--- config.mk ---
export PLATFORM = sky130hd
export DESIGN_NAME = reference_select_holdover
export DESIGN_NICKNAME = d
export VERILOG_FILES = /design/src/verilog/rsh_pkg.sv /design/src/verilog/rsh_loss_monitor.sv /design/src/verilog/reference_select_holdover.sv
export VERILOG_INCLUDE_DIRS = /design/src /design/src/verilog
export SDC_FILE = /design/constraint.sdc
export NUM_CORES = 1
export LEC_CHECK = 0
export BUFFER_PORTS_ARGS = -buffer_cell sky130_fd_sc_hd__buf_2
export CAP_MARGIN = 20
export CORE_AREA = 2 2 142 144
export CTS_CLUSTER_DIAMETER = 50
export DETAILED_ROUTE_END_ITERATION = 12
export DIE_AREA = 0 0 144 146
export GPL_TIMING_DRIVEN = 0
export PLACE_DENSITY = 0.68
export SETUP_SLACK_MARGIN = 0.02
export SLEW_MARGIN = 5
export SYNTH_ARGS = -nofsm -noshare
export SYNTH_HDL_FRONTEND = slang
export SYNTH_SLANG_ARGS = --single-unit
--- constraint.sdc ---
create_clock -name clock -period 2.4 [get_ports clock]
set_clock_uncertainty 0.05 [all_clocks]
set_input_delay 0.12 -clock clock [delete_from_list [all_inputs] [get_ports clock]]
set_output_delay 0.12 -clock clock [all_outputs]
set_load 0.01 [all_outputs]
--- src/verilog/rsh_params.svh ---
`ifndef RSH_PARAMS_SVH
`define RSH_PARAMS_SVH
// Summary of operation
// - declare input loss after three or more consecutive missing expected edges, per input
// - each detector compares input against clock divided by 5-bit monitor divider
// - loss sets live and sticky per-input bits; interrupt may be raised
// - detection runs only when first PLL bypass is 0; edges only
// - failed input valid again after revalidation_count consecutive toggling periods
// - mode decoded from holdover_disable and 2-bit select mode field
// - manual modes take selection from select pin or internal bit
// - manual holdover control: user change enters holdover, switches at countdown expiry
// - manual holdover control: active loss changes nothing; reference status 0 while invalid
// - plain manual: loss keeps selection; user change switches at once
// - automatic: active loss switches to other input without holdover; user change immediate
// - automatic with no valid input: no switch, no holdover; lock once revalidated
// - short-term holdover: loss never switches, user change switches at once; holdover while selected input fails
// - holdover time is start value times clock divider; flag low during holdover
// - automatic with holdover: active loss starts holdover, drops reference bits, starts countdown
// - both inputs stay monitored during countdown
// - active revalidation during countdown restores live flag, selection unchanged
// - expiry with active valid: keep selection, reference status 1, leave holdover
// - expiry with other valid: select other, reference status 1, leave holdover
// - expiry with none valid: keep selection, status low, stay in holdover, sticky stays
// - sticky bits cleared by writing 1, only once condition is gone
// - after hold-off sequence revert only if revertive enable is 1
// - counter reloads start value on expiry; clocked only while switch pending
// - revertive switch only to higher-priority revalidated input; disabled by default
`define RSH_LOSS_EDGES 3'h3
`define RSH_REG_CTRL 4'h0
`define RSH_REG_CNT 4'h1
`define RSH_REG_STAT 4'h2
`define RSH_REG_STICKY 4'h3
`define RSH_CTRL_RESET 32'h0000_0000
`define RSH_CNT_RESET 32'h0000_0002
`endif

--- src/verilog/rsh_pkg.sv ---
package rsh_pkg;
  typedef enum logic [2:0] {
    RSH_MODE_MANHOLD = 3'h0,
    RSH_MODE_MANUAL = 3'h1,
    RSH_MODE_AUTO = 3'h3,
    RSH_MODE_SHORT = 3'h2,
    RSH_MODE_AUTOHOLD = 3'h6
  } rsh_mode_type;
endpackage

--- src/verilog/rsh_loss_monitor.sv ---
`timescale 1ns/100ps
`include "rsh_params.svh"
module rsh_loss_monitor (
  input wire logic clock,
  input wire logic rstn,
  input wire logic enable,
  input wire logic refTick,
  input wire logic clkSync,
  input wire logic [7:0] revalidationCount,
  output logic lossLive
);
  logic prev_q;
  logic seen_q;
  logic [2:0] miss_q;
  logic [7:0] good_q;
  wire edgeSeen = clkSync & ~prev_q;

  always_ff @(posedge clock or negedge rstn)
    if (!rstn)
      prev_q <= 1'b0;
    else
      prev_q <= clkSync;

  // an edge within each divided-clock window counts as present
  always_ff @(posedge clock or negedge rstn)
    if (!rstn)
    begin
      seen_q <= 1'b0;
      miss_q <= 3'h0;
      good_q <= 8'h00;
      lossLive <= 1'b0;
    end
    else if (!enable)
    begin
      seen_q <= 1'b0;
      miss_q <= 3'h0;
      good_q <= 8'h00;
      lossLive <= 1'b0;
    end
    else
    begin
      seen_q <= refTick ? edgeSeen : (seen_q | edgeSeen);
      if (refTick)
      begin
        if (seen_q | edgeSeen)
        begin
          miss_q <= 3'h0;
          if (lossLive)
          begin
            if (good_q + 8'h01 >= revalidationCount)
            begin
              lossLive <= 1'b0;
              good_q <= 8'h00;
            end
            else
              good_q <= good_q + 8'h01;
          end
        end
        else
        begin
          good_q <= 8'h00;
          if (miss_q != `RSH_LOSS_EDGES)
            miss_q <= miss_q + 3'h1;
          if (miss_q + 3'h1 >= `RSH_LOSS_EDGES)
            lossLive <= 1'b1;
        end
      end
    end
endmodule // rsh_loss_monitor

--- src/verilog/reference_select_holdover.sv ---
// Design decisions made here: register access over Avalon-MM and the register offsets.
`timescale 1ns/100ps
`include "rsh_params.svh"
module reference_select_holdover (
  input wire logic clock,
  input wire logic rstn,
  input wire logic [3:0] address,
  input wire logic read,
  input wire logic write,
  input wire logic [31:0] writedata,
  output logic [31:0] readdata,
  output logic waitrequest,
  input wire logic refClk0,
  input wire logic refClk1,
  input wire logic selectPin,
  output logic [1:0] selectedInput,
  output logic holdoverActive,
  output logic interruptOutLow
);
  // ctrl: [4:0] monitor_divider, [5] first_pll_bypass, [6] holdover_disable, [8:7] select_mode_field,
  // [9] external/internal source, [10] internal select, [11] revertive_enable, [12] priority input1 higher
  // cnt: [7:0] revalidation_count, [15:8] holdoff_start_value, [31:16] holdoff_clock_divider
  logic [31:0] ctrl_q;
  logic [31:0] cnt_q;
  logic sync1_q;
  logic sync2_q;
  logic [4:0] monDiv_q;
  logic refTick;
  logic [1:0] inputLossLive;
  logic [1:0] inputLossSticky_q;
  logic [1:0] lossPrev_q;
  logic refLive_q;
  logic refSticky_q;
  logic sel_q;
  logic userSelPrev_q;
  logic hold_q;
  logic pending_q;
  logic [7:0] holdCnt_q;
  logic [15:0] preDiv_q;
  logic ack;
  logic [15:0] preLoad;
  rsh_pkg::rsh_mode_type mode;
  logic userSel;
  logic userChange;
  logic activeLoss;
  logic otherValid;
  logic activeValid;
  logic holdTick;
  logic expiry;
  logic bypass;
  logic [1:0] lossRise;
  logic stickyClr;

  assign bypass = ctrl_q[5];
  always_comb
    case ({ctrl_q[6], ctrl_q[8:7]})
      3'h4: mode = rsh_pkg::RSH_MODE_MANUAL;
      3'h5: mode = rsh_pkg::RSH_MODE_AUTO;
      3'h6: mode = rsh_pkg::RSH_MODE_SHORT;
      3'h7: mode = rsh_pkg::RSH_MODE_AUTOHOLD;
      default: mode = rsh_pkg::RSH_MODE_MANHOLD;
    endcase
  assign userSel = ctrl_q[9] ? sync2_q : ctrl_q[10];
  assign userChange = userSel != userSelPrev_q;
  assign activeValid = ~inputLossLive[sel_q];
  assign otherValid = ~inputLossLive[~sel_q];
  assign activeLoss = inputLossLive[sel_q];
  assign lossRise = inputLossLive & ~lossPrev_q;
  assign holdTick = pending_q && (preDiv_q == 16'h0000);
  // expiry falls on the tick taken at a count of one, which reloads the start value, so holdover lasts start value times divider
  assign expiry = holdTick && (holdCnt_q <= 8'h01);
  assign stickyClr = ack && write && address == `RSH_REG_STICKY;
  assign ack = ~waitrequest;
  assign preLoad = (cnt_q[31:16] == 16'h0000) ? 16'h0000 : cnt_q[31:16] - 16'h0001;

  // select pin synchroniser; the first flop is read only by the second
  always_ff @(posedge clock or negedge rstn)
    if (!rstn)
    begin
      sync1_q <= 1'b0;
      sync2_q <= 1'b0;
    end
    else
    begin
      sync1_q <= selectPin;
      sync2_q <= sync1_q;
    end

  logic [1:0] c1_q;
  logic [1:0] c2_q;
  always_ff @(posedge clock or negedge rstn)
    if (!rstn)
    begin
      c1_q <= 2'b00;
      c2_q <= 2'b00;
    end
    else
    begin
      c1_q <= {refClk1, refClk0};
      c2_q <= c1_q;
    end

  always_ff @(posedge clock or negedge rstn)
    if (!rstn)
      monDiv_q <= 5'h00;
    else if (monDiv_q + 5'h01 >= ctrl_q[4:0])
      monDiv_q <= 5'h00;
    else
      monDiv_q <= monDiv_q + 5'h01;
  assign refTick = monDiv_q == 5'h00;

  genvar g;
  generate
    for (g = 0; g < 2; g++)
    begin : gMon
      rsh_loss_monitor uMon (
        .clock(clock),
        .rstn(rstn),
        .enable(~bypass),
        .refTick(refTick),
        .clkSync(c2_q[g]),
        .revalidationCount(cnt_q[7:0]),
        .lossLive(inputLossLive[g])
      );
    end
  endgenerate

  always_ff @(posedge clock or negedge rstn)
    if (!rstn)
      lossPrev_q <= 2'b00;
    else
      lossPrev_q <= inputLossLive;

  // set wins over clear; clear only once condition is gone
  always_ff @(posedge clock or negedge rstn)
    if (!rstn)
      inputLossSticky_q <= 2'b00;
    else
    begin
      for (int i = 0; i < 2; i++)
        if (lossRise[i])
          inputLossSticky_q[i] <= 1'b1;
        else if (stickyClr && writedata[i] && !inputLossLive[i])
          inputLossSticky_q[i] <= 1'b0;
    end

  // live reference status, low when the selected input is invalid or in holdover of automatic-with-holdover mode
  always_ff @(posedge clock or negedge rstn)
    if (!rstn)
      refLive_q <= 1'b0;
    else
      refLive_q <= activeValid && !(hold_q && mode == rsh_pkg::RSH_MODE_AUTOHOLD);

  always_ff @(posedge clock or negedge rstn)
    if (!rstn)
      refSticky_q <= 1'b0;
    else if (activeLoss && !lossPrev_q[sel_q])
      refSticky_q <= 1'b1;
    else if (stickyClr && writedata[2] && activeValid && !hold_q)
      refSticky_q <= 1'b0;

  always_ff @(posedge clock or negedge rstn)
    if (!rstn)
      userSelPrev_q <= 1'b0;
    else
      userSelPrev_q <= userSel;

  // selection state machine and holdover
  always_ff @(posedge clock or negedge rstn)
    if (!rstn)
    begin
      sel_q <= 1'b0;
      hold_q <= 1'b0;
      pending_q <= 1'b0;
    end
    else
    begin
      case (mode)
        rsh_pkg::RSH_MODE_MANHOLD:
        begin
          if (userChange)
          begin
            hold_q <= 1'b1;
            pending_q <= 1'b1;
          end
          else if (expiry)
          begin
            sel_q <= userSel;
            hold_q <= 1'b0;
            pending_q <= 1'b0;
          end
        end
        rsh_pkg::RSH_MODE_MANUAL:
        begin
          sel_q <= userSel;
          hold_q <= 1'b0;
          pending_q <= 1'b0;
        end
        rsh_pkg::RSH_MODE_AUTO:
        begin
          hold_q <= 1'b0;
          pending_q <= 1'b0;
          if (userChange)
            sel_q <= userSel;
          else if (activeLoss && otherValid)
            sel_q <= ~sel_q;
          else if (ctrl_q[11] && lossPrev_q[~sel_q] && otherValid && (ctrl_q[12] == ~sel_q))
            sel_q <= ~sel_q;
        end
        rsh_pkg::RSH_MODE_SHORT:
        begin
          pending_q <= 1'b0;
          sel_q <= userSel;
          hold_q <= activeLoss;
        end
        rsh_pkg::RSH_MODE_AUTOHOLD:
        begin
          if (userChange)
          begin
            sel_q <= userSel;
            hold_q <= 1'b0;
            pending_q <= 1'b0;
          end
          else if (!hold_q && activeLoss && lossRise[sel_q])
          begin
            hold_q <= 1'b1;
            pending_q <= 1'b1;
          end
          else if (expiry)
          begin
            if (activeValid)
            begin
              hold_q <= 1'b0;
              pending_q <= 1'b0;
            end
            else if (otherValid)
            begin
              sel_q <= ~sel_q;
              hold_q <= 1'b0;
              pending_q <= 1'b0;
            end
            // none valid: stay in holdover and count again
          end
          else if (!hold_q && ctrl_q[11] && lossPrev_q[~sel_q] && otherValid && (ctrl_q[12] == ~sel_q))
            sel_q <= ~sel_q;
        end
        default:
        begin
          hold_q <= 1'b0;
          pending_q <= 1'b0;
        end
      endcase
    end

  // hold-off prescaler and countdown run only while a switch is pending
  always_ff @(posedge clock or negedge rstn)
    if (!rstn)
    begin
      preDiv_q <= 16'h0000;
      holdCnt_q <= 8'h00;
    end
    else if (!pending_q)
    begin
      preDiv_q <= preLoad;
      holdCnt_q <= cnt_q[15:8];
    end
    else if (preDiv_q == 16'h0000)
    begin
      preDiv_q <= preLoad;
      holdCnt_q <= (holdCnt_q <= 8'h01) ? cnt_q[15:8] : holdCnt_q - 8'h01;
    end
    else
      preDiv_q <= preDiv_q - 16'h0001;

  // registered waitrequest idles high and drops for the one cycle in which a request is taken
  always_ff @(posedge clock or negedge rstn)
    if (!rstn)
      waitrequest <= 1'b1;
    else
      waitrequest <= !((read || write) && waitrequest);

  always_ff @(posedge clock or negedge rstn)
    if (!rstn)
    begin
      ctrl_q <= `RSH_CTRL_RESET;
      cnt_q <= `RSH_CNT_RESET;
    end
    else if (write && ack)
    begin
      if (address == `RSH_REG_CTRL)
        ctrl_q <= writedata;
      else if (address == `RSH_REG_CNT)
        cnt_q <= writedata;
    end

  always_ff @(posedge clock or negedge rstn)
    if (!rstn)
      readdata <= 32'h0000_0000;
    else if (read && waitrequest)
      case (address)
        `RSH_REG_CTRL: readdata <= ctrl_q;
        `RSH_REG_CNT: readdata <= cnt_q;
        `RSH_REG_STAT: readdata <= {26'h000_0000, ~hold_q, refLive_q, 1'b0, sel_q, inputLossLive};
        `RSH_REG_STICKY: readdata <= {29'h0000_0000, refSticky_q, inputLossSticky_q};
        default: readdata <= 32'h0000_0000;
      endcase

  always_ff @(posedge clock or negedge rstn)
    if (!rstn)
    begin
      selectedInput <= 2'b00;
      holdoverActive <= 1'b0;
      interruptOutLow <= 1'b1;
    end
    else
    begin
      selectedInput <= {1'b0, sel_q};
      holdoverActive <= hold_q;
      interruptOutLow <= ~(|inputLossSticky_q | refSticky_q);
    end
endmodule // reference_select_holdover

==> impl_metrics.tcl, run 1 <==
set metrics [dict create \
    status "complete, but fails checks" \
    violations "setup timing" \
    clk_latency_ps 430 \
    ir_worst_vdd_mv 0.5466 \
    cp_slowest_stage_delay_ps 420 \
    overflow 0 \
    num-nets-final 1054 \
    synth_enable_flop_cells 0 \
    crit_top_cell "o21ai_2" \
    fillers 1634 \
    yosys.area.top_type "dfrtp_1" \
    ys.flop_type "dfrtp_1" \
    die_h_um 146 \
    worst_pin_slew_ps 755.1 \
    max_freq_ghz 0.3922 \
    io_buffers 78 \
    setup-tns-final_ps -1435 \
    finalSetupViolCount 16 \
    grt_pass1_wl_um 33670 \
    holdPathStages 4 \
    fin_total_pwr_uw 10520 \
    crit_chain "and3_1, nand3_2, nor2_1, xnor2_1, inv_1, ha_1, a21oi_2, o21ai_2, or4_4, buf_8, o21ai_2" \
    combPwrFrac_pct 33.2 \
    seq_area_frac_synth_pct 50.12 \
    leakage_uw 0.004950 \
    seqPwrFrac_pct 39.9 \
    grt_usage_pct 20.30 \
    synth_top_area_share_pct 49.20 \
    firstDrtPassIters 8 \
    start_util_pct 44.72 \
    clock-sinks 173 \
    rows 51 \
    synthArstFlopShare_pct 100.0 \
    maxCapViolCount 0 \
    gp_congestion 0.8342 \
    grt_pass1_vias 6619 \
    hold_path.class "input pin to register" \
    syn_avg_cell_area_um2 10.53 \
    hold_viol_final 0 \
    dieWidth_um 144 \
    intPower_uw 6839 \
    final_area_mm2 0.01085 \
    min_period_ps 2550 \
    viasPerCell 5.287 \
    cp.arrival_ps 2850 \
    clockPowerShare_pct 26.9 \
    io_pins 80 \
    path_max_fanout 8 \
    r2r_setup_slack_ps -150 \
    ys_types 57 \
    drv_slew 0 \
    netlist_area_mm2 0.008646 \
    yosys_warnings 0 \
    drive_gt1_share_pct 27.79 \
    reg2reg_depth 11 \
    layout_common_cells "164 x dfrtp_1, 85 x nand2_1, 81 x buf_2" \
    crit_buf_inv 2 \
    startpoint_type "register" \
    cts_buffers 17 \
    routed_wl_um 20410 \
    tritoncts "yes" \
    p_per_area_mw_per_mm2 969.8 \
    dpl_cell_area_mm2 0.009452 \
    required_ps 2700 \
    ant_nets 0 \
    cts_max_path_buffers 2 \
    cp_slowest_cell "dfrtp_2" \
    area_growth_pct 25.51 \
    synth_area_leaders "dfrtp_1 49%, mux2_2 8.5%, ha_1 5.4%, nand2_1 3.7%, o21ai_0 3.1%" \
    synth_nets 901 \
    grt_start_max_net_pins 101 \
    post-dp-hpwl_um 13860 \
    postSynthCellCount 821 \
    fin_crit_sh_pct 106.2 \
    core_mm2 0.01933 \
    clk_root_buffer_cell "clkbuf_16" \
    switching_share_pct 35.02 \
    synth-seq-cells 173 \
    cp_top_family "simple AND/OR/NAND/NOR gates" \
    switching_power_uw 3685 \
    route.detailed.drc 0 \
    fin_ws_ps -149.7 \
    slew_headroom_pct 49.66 \
    worstSetupPathType "register to register" \
    cts_max_level 4 \
    die-area_mm2 0.02102 \
    clk_pin_slew_ps 70 \
    vias 6625 \
    crit_cells 11 \
    antenna_found_initial 2 \
    route.detailed.wl_per_inst_um 16.29 \
    drt_iter0_markers 300 \
    grt_setup_unrepaired "true" \
    final_common_cell "dfrtp_1" \
    worst_setup_path_end_kind "register" \
]
power groups by stage:
stage	Combinational (µW)	Sequential, µW	Clock [µW]
2_1_floorplan	2440	4030	0
3_3_place_gp	3120	4160	0
5_1_grt	3930	4290	3010
4_1_cts	3370	4140	2880
3_5_place_dp	3200	4180	0
6_report	3500	4200	2830
flip-flops by register name (all words and copies together) (netlist names), 5 cells and up:
register,flops
holdCnt_q,8
monDiv_q,5
ctrl_q,32
gMon.uMon.miss_q,6
preDiv_q,16
readdata,32
gMon.uMon.good_q,16
cnt_q,32
metal layers:
metal	GRT usage (%)	wire, µm	vias to the layer above
met5	0	0	-
met4	6.912	296	0
met2	32.29	9870	106
met1	27.60	9560	3290
li1	-	-	3208
met3	4.245	688	21
final cells by class:
| cell class | count | area (µm²) | share of cell area, % |
|---|---|---|---|
| diodes | 2 | 5.005 | 0.04612 |
| plain buffers | 38 | 190.2 | 1.753 |
| clock buffers | 22 | 494.2 | 4.554 |
| clock inverters | 9 | 108.9 | 1.003 |
| inverters | 52 | 195.2 | 1.799 |
| multi-input cells | 556 | 4230 | 38.98 |
| flip-flops and latches | 173 | 4340 | 40.00 |
| well taps | 265 | 331.6 | 3.055 |
| repair buffers | 136 | 955.9 | 8.809 |
tightest hold or removal path, cell delays in order:
cell and delay [ps]:
buf_2 100, inv_1 60, a31oi_1 150, o21ai_0 80
worst paths after layout:
path,from,endpoint
worst max-delay path,gMon[1].uMon.good_q[0],gMon[1].uMon.good_q[4]
worst min-delay path,address[0],readdata[4]
worst max register to register,gMon[1].uMon.good_q[0],gMon[1].uMon.good_q[4]
worst min register to register,c1_q[0],c2_q[0]
max in group asynchronous,rstn,interruptOutLow
min in group asynchronous,rstn,cnt_q[18]
cell usage after synthesis (3+ instances only):
cell type	count
a21o_1	10
a21oi_1	28
a22oi_1	32
a31oi_1	9
buf_1	6
buf_2	3
buf_6	4
clkbuf_1	26
dfrtp_1	170
dfstp_2	3
ha_1	37
inv_1	52
mux2_2	65
mux2i_1	9
nand2_1	86
nand2b_1	6
nand3_1	18
nand4_1	3
nand4b_1	3
nor2_1	39
nor2b_1	6
nor3_1	11
nor3b_1	3
nor4_1	10
nor4b_1	3
o211ai_1	7
o21ai_0	53
o21ai_2	16
o22ai_1	17
o31ai_1	4
or3_1	5
xnor2_1	23
xor2_1	21
metrics by stage:
step | hold WS (ps) | worst slack, ps | util (%) | std cells
after floorplan | -225.6 | -70.22 | - | 821
after global placement | 180.1 | -1995 | 48.62 | 1164
after CTS | 72.03 | -146.2 | 55.11 | 1245
after global routing | 113.6 | -239.8 | 56.13 | 1253
after detailed placement | 168.5 | -315.3 | 48.88 | 1167
final | 76.16 | -149.7 | 56.13 | 1253
cells by family after synthesis:
kind of cell | synth area share [%]
other | 0.04337
AO/OA/AOI/OAI | 14.30
AND/OR/NAND/NOR | 11.79
adder cells (fa/ha/maj) | 5.355
buffers and inverters | 4.428
XOR/XNOR | 4.457
multiplexers | 9.508
flip-flops | 50.12
repair_timing:
action                                 4_1_cts  5_1_grt
buffers inserted                             9        8
setup endpoints to repair                   38       38
pin swaps                                   25       20
cloned                                       0        0
hold buffers                                38        0
gates resized for setup                     30       27
endpoints found under the hold margin      169        0
(Power assumes the default switching activity.)
==> run 2, diff against run 1 <==
ABC_AREA = 1   (was not set)
CORE_AREA = 2 2 145 147   (was 2 2 142 144)
DIE_AREA = 0 0 147 149   (was 0 0 144 146)
==> run 2 against run 1 <==
The run now ends clean. Maximum frequency is 8.1% higher. Area after synthesis up 3.9%. Clock power up 8.5%. Hold slack better by 36 ps. Register-to-register slack improved by 190 ps. Core utilization shrank 2.6 points. Synthesized cell count rose by 35%. Sequential share of layout area fell by 0.61 points. Via count up 17%. Final area up 1.4%. Critical path type unchanged. Critical endpoint is now gMon[0].uMon.good_q[5].
==> impl_metrics.tcl, run 2 <==
set metrics [dict create \
    status "finished clean" \
    final_common_cell "nand2_1" \
    clk_latency_ps 440 \
    ir_worst_vdd_mv 0.5736 \
    die-area_mm2 0.02190 \
    cts_max_level 4 \
    vias 7777 \
    cts_buffers 17 \
    clk_root_buffer_cell "clkbuf_16" \
    yosysMostFrequentCell "nand2_1" \
    firstDrtPassIters 4 \
    cp.arrival_ps 2680 \
    fillers 1918 \
    dpl_cell_area_mm2 0.009757 \
    dieWidth_um 147 \
    crit_top_cell "nand2_1" \
    r2r_setup_slack_ps 40 \
    slew_headroom_pct 54.84 \
    drt_iter0_markers 539 \
    fin_crit_sh_pct 98.30 \
    path_max_fanout 8 \
    reg2reg_depth 12 \
    hold_start "address[0]" \
    netlist_area_mm2 0.008985 \
    required_ps 2720 \
    io_buffers 78 \
    fin_total_pwr_uw 10780 \
    layout_common_cells "303 x nand2_1, 170 x dfrtp_1, 169 x inv_1" \
    worst_setup_path_end_kind "register" \
    route.detailed.drc 0 \
    synth_nets 1192 \
    leakage_uw 0.005717 \
    hold_path.class "input pin to register" \
    core_mm2 0.02056 \
    drv_slew 0 \
    max_freq_ghz 0.4239 \
    fin_ws_ps 40.90 \
    overflow 0 \
    io_pins 80 \
    final_area_mm2 0.01100 \
    worst_pin_slew_ps 672.8 \
    viasPerCell 5.008 \
    num-nets-final 1345 \
    seq_area_frac_synth_pct 48.22 \
    finalSetupViolCount 0 \
    grt_setup_unrepaired "true" \
    cts_max_path_buffers 2 \
    worst_hold_slack_ps 112.4 \
    antenna_found_initial 0 \
    grt_pass1_wl_um 36250 \
    area_growth_pct 22.43 \
    hold_viol_final 0 \
    gp_congestion 0.8684 \
    cp_slowest_stage_delay_ps 420 \
    r2r_start "gMon[0].uMon.good_q[0]" \
    synth_enable_flop_cells 0 \
    ff_latch_area_mm2 0.004333 \
    synthArstFlopShare_pct 100.0 \
    grt_start_max_net_pins 108 \
    ys.flop_type "dfrtp_1" \
    grt_usage_pct 20.86 \
    die_h_um 149 \
    maxCapViolCount 0 \
    synth_area_leaders "dfrtp_1 47%, nand2_1 13%, inv_1 7.1%, ha_1 5.2%, o21ai_0 5.1%" \
    tritoncts "yes" \
    synth.cells.most_frequent "305 x nand2_1, 170 x dfrtp_1, 169 x inv_1" \
    post-dp-hpwl_um 15810 \
    top_regs "cnt_q x32, ctrl_q x32, readdata x32" \
    start_util_pct 43.71 \
    routed_wl_um 22390 \
    finish.utilization_pct 53.51 \
    route.detailed.wl_per_inst_um 14.42 \
    rows 53 \
    startpoint_type "register" \
    clk_pin_slew_ps 70 \
    p_per_area_mw_per_mm2 979.8 \
    synth_top_area_share_pct 47.35 \
    pre_cts_slack_ps -263.3 \
    grt_use_met2_pct 35.52 \
    postSynthCellCount 1112 \
    yosys_warnings 0 \
    holdPathStages 3 \
    ys_types 45 \
    ant_nets 0 \
    grt_pass1_vias 7374 \
    syn_avg_cell_area_um2 8.080 \
    synth-seq-cells 173 \
    grtUsageMet3_pct 3.180 \
    cp_top_family "simple AND/OR/NAND/NOR gates" \
    yosys.area.top_type "dfrtp_1" \
    clock-sinks 173 \
    cp_slowest_cell "dfrtp_1" \
    min_period_ps 2359 \
    multiInputGateArea_mm2 0.003914 \
    crit_buf_inv 0 \
    top_usage_layer "met2" \
    crit_chain "ha_2, nand3_2, nand3b_1, xnor2_2, ha_1, nand2_2, nor2_1, a211oi_1, nand2_1, nor2_4, nand2_1, nand2_1" \
    worstSetupPathType "register to register" \
    use_met1_pct 27.24 \
    diodes 0 \
    whs_endpoint "inputLossSticky_q[1]" \
    drive_gt1_share_pct 15.57 \
    rr_endpoint "gMon[0].uMon.good_q[5]" \
]
run 2: cell type report:
cell class	instances	area share (%)
Clock inverter	14	1.979
Clock buffer	18	3.992
Timing Repair Buffer	134	8.508
Buffer	32	1.433
Tap cell	275	3.128
Inverter	175	5.994
Sequential cell	173	39.39
Multi-Input combinational cell	732	35.58
run 2: timing repair:
item / 4_1_cts / 5_1_grt
hold endpoints to repair: 133 / 0
setup buffers: 1 / 16
resized for setup: 4 / 14
pin swaps: 1 / 26
endpoints found under the setup margin: 16 / 16
hold buffers: 38 / 0
cloned: 0 / 0
run 2: through the flow:
stage / instances / setup TNS, ps
floorplan: 1112 / 0
global placement: 1465 / -283340
detailed placement: 1466 / -1964
CTS: 1537 / 0
global route: 1553 / -957.9
finish: 1553 / 0
run 2: routing by layer:
layer  routed length [µm]  vias up  share of wire (%)
li1                     -     3866                  -
met1                10060     3737                 45
met2                10990      137                 49
met3                  820       37                3.7
met4                  517        0                2.3
met5                    0        -                  0
run 2: worst max-delay path by stage:
| stage | startpoint | endpoint | slack (ps) | depth (start not counted) |
|---|---|---|---|---|
| after floorplan | gMon[1].uMon.good_q[0] | gMon[1].uMon.good_q[0] | 230 | 12 |
| after global placement | rstn | readdata[13] | -1670 | 1 |
| after detailed placement | gMon[1].uMon.good_q[0] | gMon[1].uMon.good_q[7] | -260 | 12 |
| after CTS | gMon[1].uMon.good_q[0] | gMon[1].uMon.good_q[1] | 20 | 12 |
| after global routing | gMon[0].uMon.good_q[0] | gMon[0].uMon.good_q[5] | -90 | 12 |
| final | gMon[0].uMon.good_q[0] | gMon[0].uMon.good_q[5] | 40 | 12 |
run 2: kinds of logic after synthesis:
| kind of cell | count (synthesis) | synth area share, % |
|---|---|---|
| fa+ha+maj | 37 | 5.152 |
| other cells | 1 | 0.04174 |
| buf+inv | 207 | 9.094 |
| simple gates | 463 | 21.91 |
| xor+xnor | 29 | 2.827 |
| flops | 173 | 48.22 |
| compound gates | 202 | 12.76 |
run 2: worst min-delay path, delay by kind of cell:
family | cells | cell delay [ps]
compound gates | 1 | 130
simple gates | 1 | 170
buf+inv | 1 | 130
run 2: report_power, final:
group	leakage, µW	switching [µW]	internal, µW
clock	0.000312	1200	1880
combinational	0.00316	2270	1350
sequential	0.00225	528	3550
total	0.00572	3990	6780
==> run 3, diff against run 2 <==
==> constraint.sdc (replaced) <==
create_clock -name clock -period 2.4 [get_ports clock]
set_clock_uncertainty 0.05 [all_clocks]
set_input_delay 0 -clock clock [delete_from_list [all_inputs] [get_ports clock]]
set_output_delay 0 -clock clock [all_outputs]
set_load 0.01 [all_outputs]
==> run 3 against run 2 <==
Critical path depth did not move. Clock power is essentially flat. Combinational power barely moved. Maximum frequency about the same. Final cell count rose by 0.13%. Sequential cell count is the same. Wire length up 0.24%. Sequential share of layout area is 0.071 points lower. Count of clock-buffer cells in the layout is the same. Highest routed layer unchanged. Final area is 0.18% higher. Setup slack hardly changed. Total power barely moved.
==> impl_metrics.tcl, run 3 (same netlist as run 2, synthesis figures left out) <==
set metrics [dict create \
    status "finished clean" \
    leakage_uw 0.005725 \
    clk_root_buffer_cell "clkbuf_16" \
    min_period_ps 2359 \
    whs_endpoint "inputLossSticky_q[1]" \
    worst_setup_path_end_kind "register" \
    clk_pin_slew_ps 70 \
    hold_path.class "input pin to register" \
    finalSetupViolCount 0 \
    fin_ws_ps 40.58 \
    post-dp-hpwl_um 15810 \
    overflow 0 \
    grt_pass1_wl_um 36220 \
    layout_common_cells "303 x nand2_1, 170 x dfrtp_1, 169 x inv_1" \
    diodes 0 \
    fin_total_pwr_uw 10780 \
    setup-tns-final_ps 0 \
    max_freq_ghz 0.4238 \
    antenna_found_initial 0 \
    drive_gt1_share_pct 15.55 \
    cts_buffers 17 \
    cts_max_path_buffers 2 \
    dieWidth_um 147 \
    worstSetupPathType "register to register" \
    rows 53 \
    pre_cts_slack_ps -263.3 \
    cts_max_level 4 \
    r2r_setup_slack_ps 40 \
    worst_pin_slew_ps 660.4 \
    cp.arrival_ps 2680 \
    fillers 1918 \
    startpoint_type "register" \
    tritoncts "yes" \
    drt_iter0_markers 521 \
    gp_congestion 0.8684 \
    r2r_start "gMon[0].uMon.good_q[0]" \
    hold_start "address[2]" \
    ant_nets 0 \
    clock-sinks 173 \
    slew_headroom_pct 55.68 \
    top_regs "cnt_q x32, ctrl_q x32, readdata x32" \
    io_pins 80 \
    stdcell_count 1555 \
    io_buffers 78 \
    rr_endpoint "gMon[0].uMon.good_q[5]" \
    grt_setup_unrepaired "true" \
    maxCapViolCount 0 \
    reg2reg_depth 12 \
    grt_start_max_net_pins 108 \
    required_ps 2730 \
    fin_crit_sh_pct 98.31 \
    dp.cells 1466 \
    route.detailed.drc 0 \
    firstDrtPassIters 4 \
    grt_usage_pct 20.86 \
    routed_wl_um 22440 \
    path_max_fanout 8 \
    start_util_pct 43.71 \
    core_mm2 0.02056 \
    grt_pass1_vias 7372 \
    p_per_area_mw_per_mm2 978.1 \
    viasPerCell 4.995 \
    hold_viol_final 0 \
    clk_latency_ps 440 \
    num-nets-final 1347 \
    area_growth_pct 22.66 \
    drv_slew 0 \
    final_common_cell "nand2_1" \
    die-area_mm2 0.02190 \
    holdPathStages 4 \
    route.detailed.wl_per_inst_um 14.43 \
    die_h_um 149 \
    vias 7768 \
    ir_worst_vdd_mv 0.5752 \
]
run 3: cell types whose count changed in the layout (fill, tap and decap cells not counted):
cell           delta
dlygate4sd3_1     +2
run 3: layer usage:
layer / GRT usage (%) / wire [µm]
met5: 0 / 0
met4: 7.788 / 548
met3: 3.180 / 805
met2: 35.38 / 10960
met1: 27.26 / 10130
run 3: worst max-delay path, stage by stage, from the launching register on:
cell and delay (ps):
dfrtp_1 420, ha_2 220, nand3_2 80, nand3b_1 210, xnor2_2 210, ha_1 270, nand2_2 70, nor2_1 40
a211oi_1 180, nand2_1 150, nor2_4 240, nand2_1 80, nand2_1 70
run 3: worst max-delay path by stage:
stage / from / end / slack [ps] / cells past startpoint
after floorplan: gMon[1].uMon.good_q[0] / gMon[1].uMon.good_q[0] / 230 / 12
after global placement: rstn / readdata[13] / -1550 / 1
after detailed placement: gMon[1].uMon.good_q[0] / gMon[1].uMon.good_q[7] / -260 / 12
after CTS: gMon[1].uMon.good_q[0] / gMon[1].uMon.good_q[1] / 20 / 12
after global routing: gMon[0].uMon.good_q[0] / gMon[0].uMon.good_q[5] / -90 / 12
final: gMon[0].uMon.good_q[0] / gMon[0].uMon.good_q[5] / 40 / 12
run 3: metrics by stage:
step,area (µm²),hold slack [ps],utilization [%]
after floorplan,8985,-345.6,-
after global placement,9719,58.78,47.28
after detailed placement,9757,-53.96,47.46
after CTS,10840,9.261,52.73
after global routing,11020,32.56,53.61
final,11020,14.38,53.61
run 3: cell type report:
cell class	instances	area, µm²	share of cell area [%]
Sequential cell	173	4333	39.32
Clock buffer	18	439.2	3.985
Buffer	32	157.7	1.431
Multi-Input combinational cell	732	3914	35.51
Timing Repair Buffer	136	955.9	8.674
Inverter	175	659.4	5.983
Clock inverter	14	217.7	1.975
Tap cell	275	344.1	3.122
run 3: repair_timing:
action                                  CTS  global route
endpoints found under the setup margin   16            16
pin swaps                                 1            26
resized for setup                         4            14
hold buffers                             40             0
setup buffers                             1            16
hold endpoints to repair                137             0
run 3: where the power goes:
part | switching, µW | internal [µW]
Combinational | 2270 | 1350
Sequential | 531 | 3550
Clock | 1200 | 1880
Total | 3990 | 6790
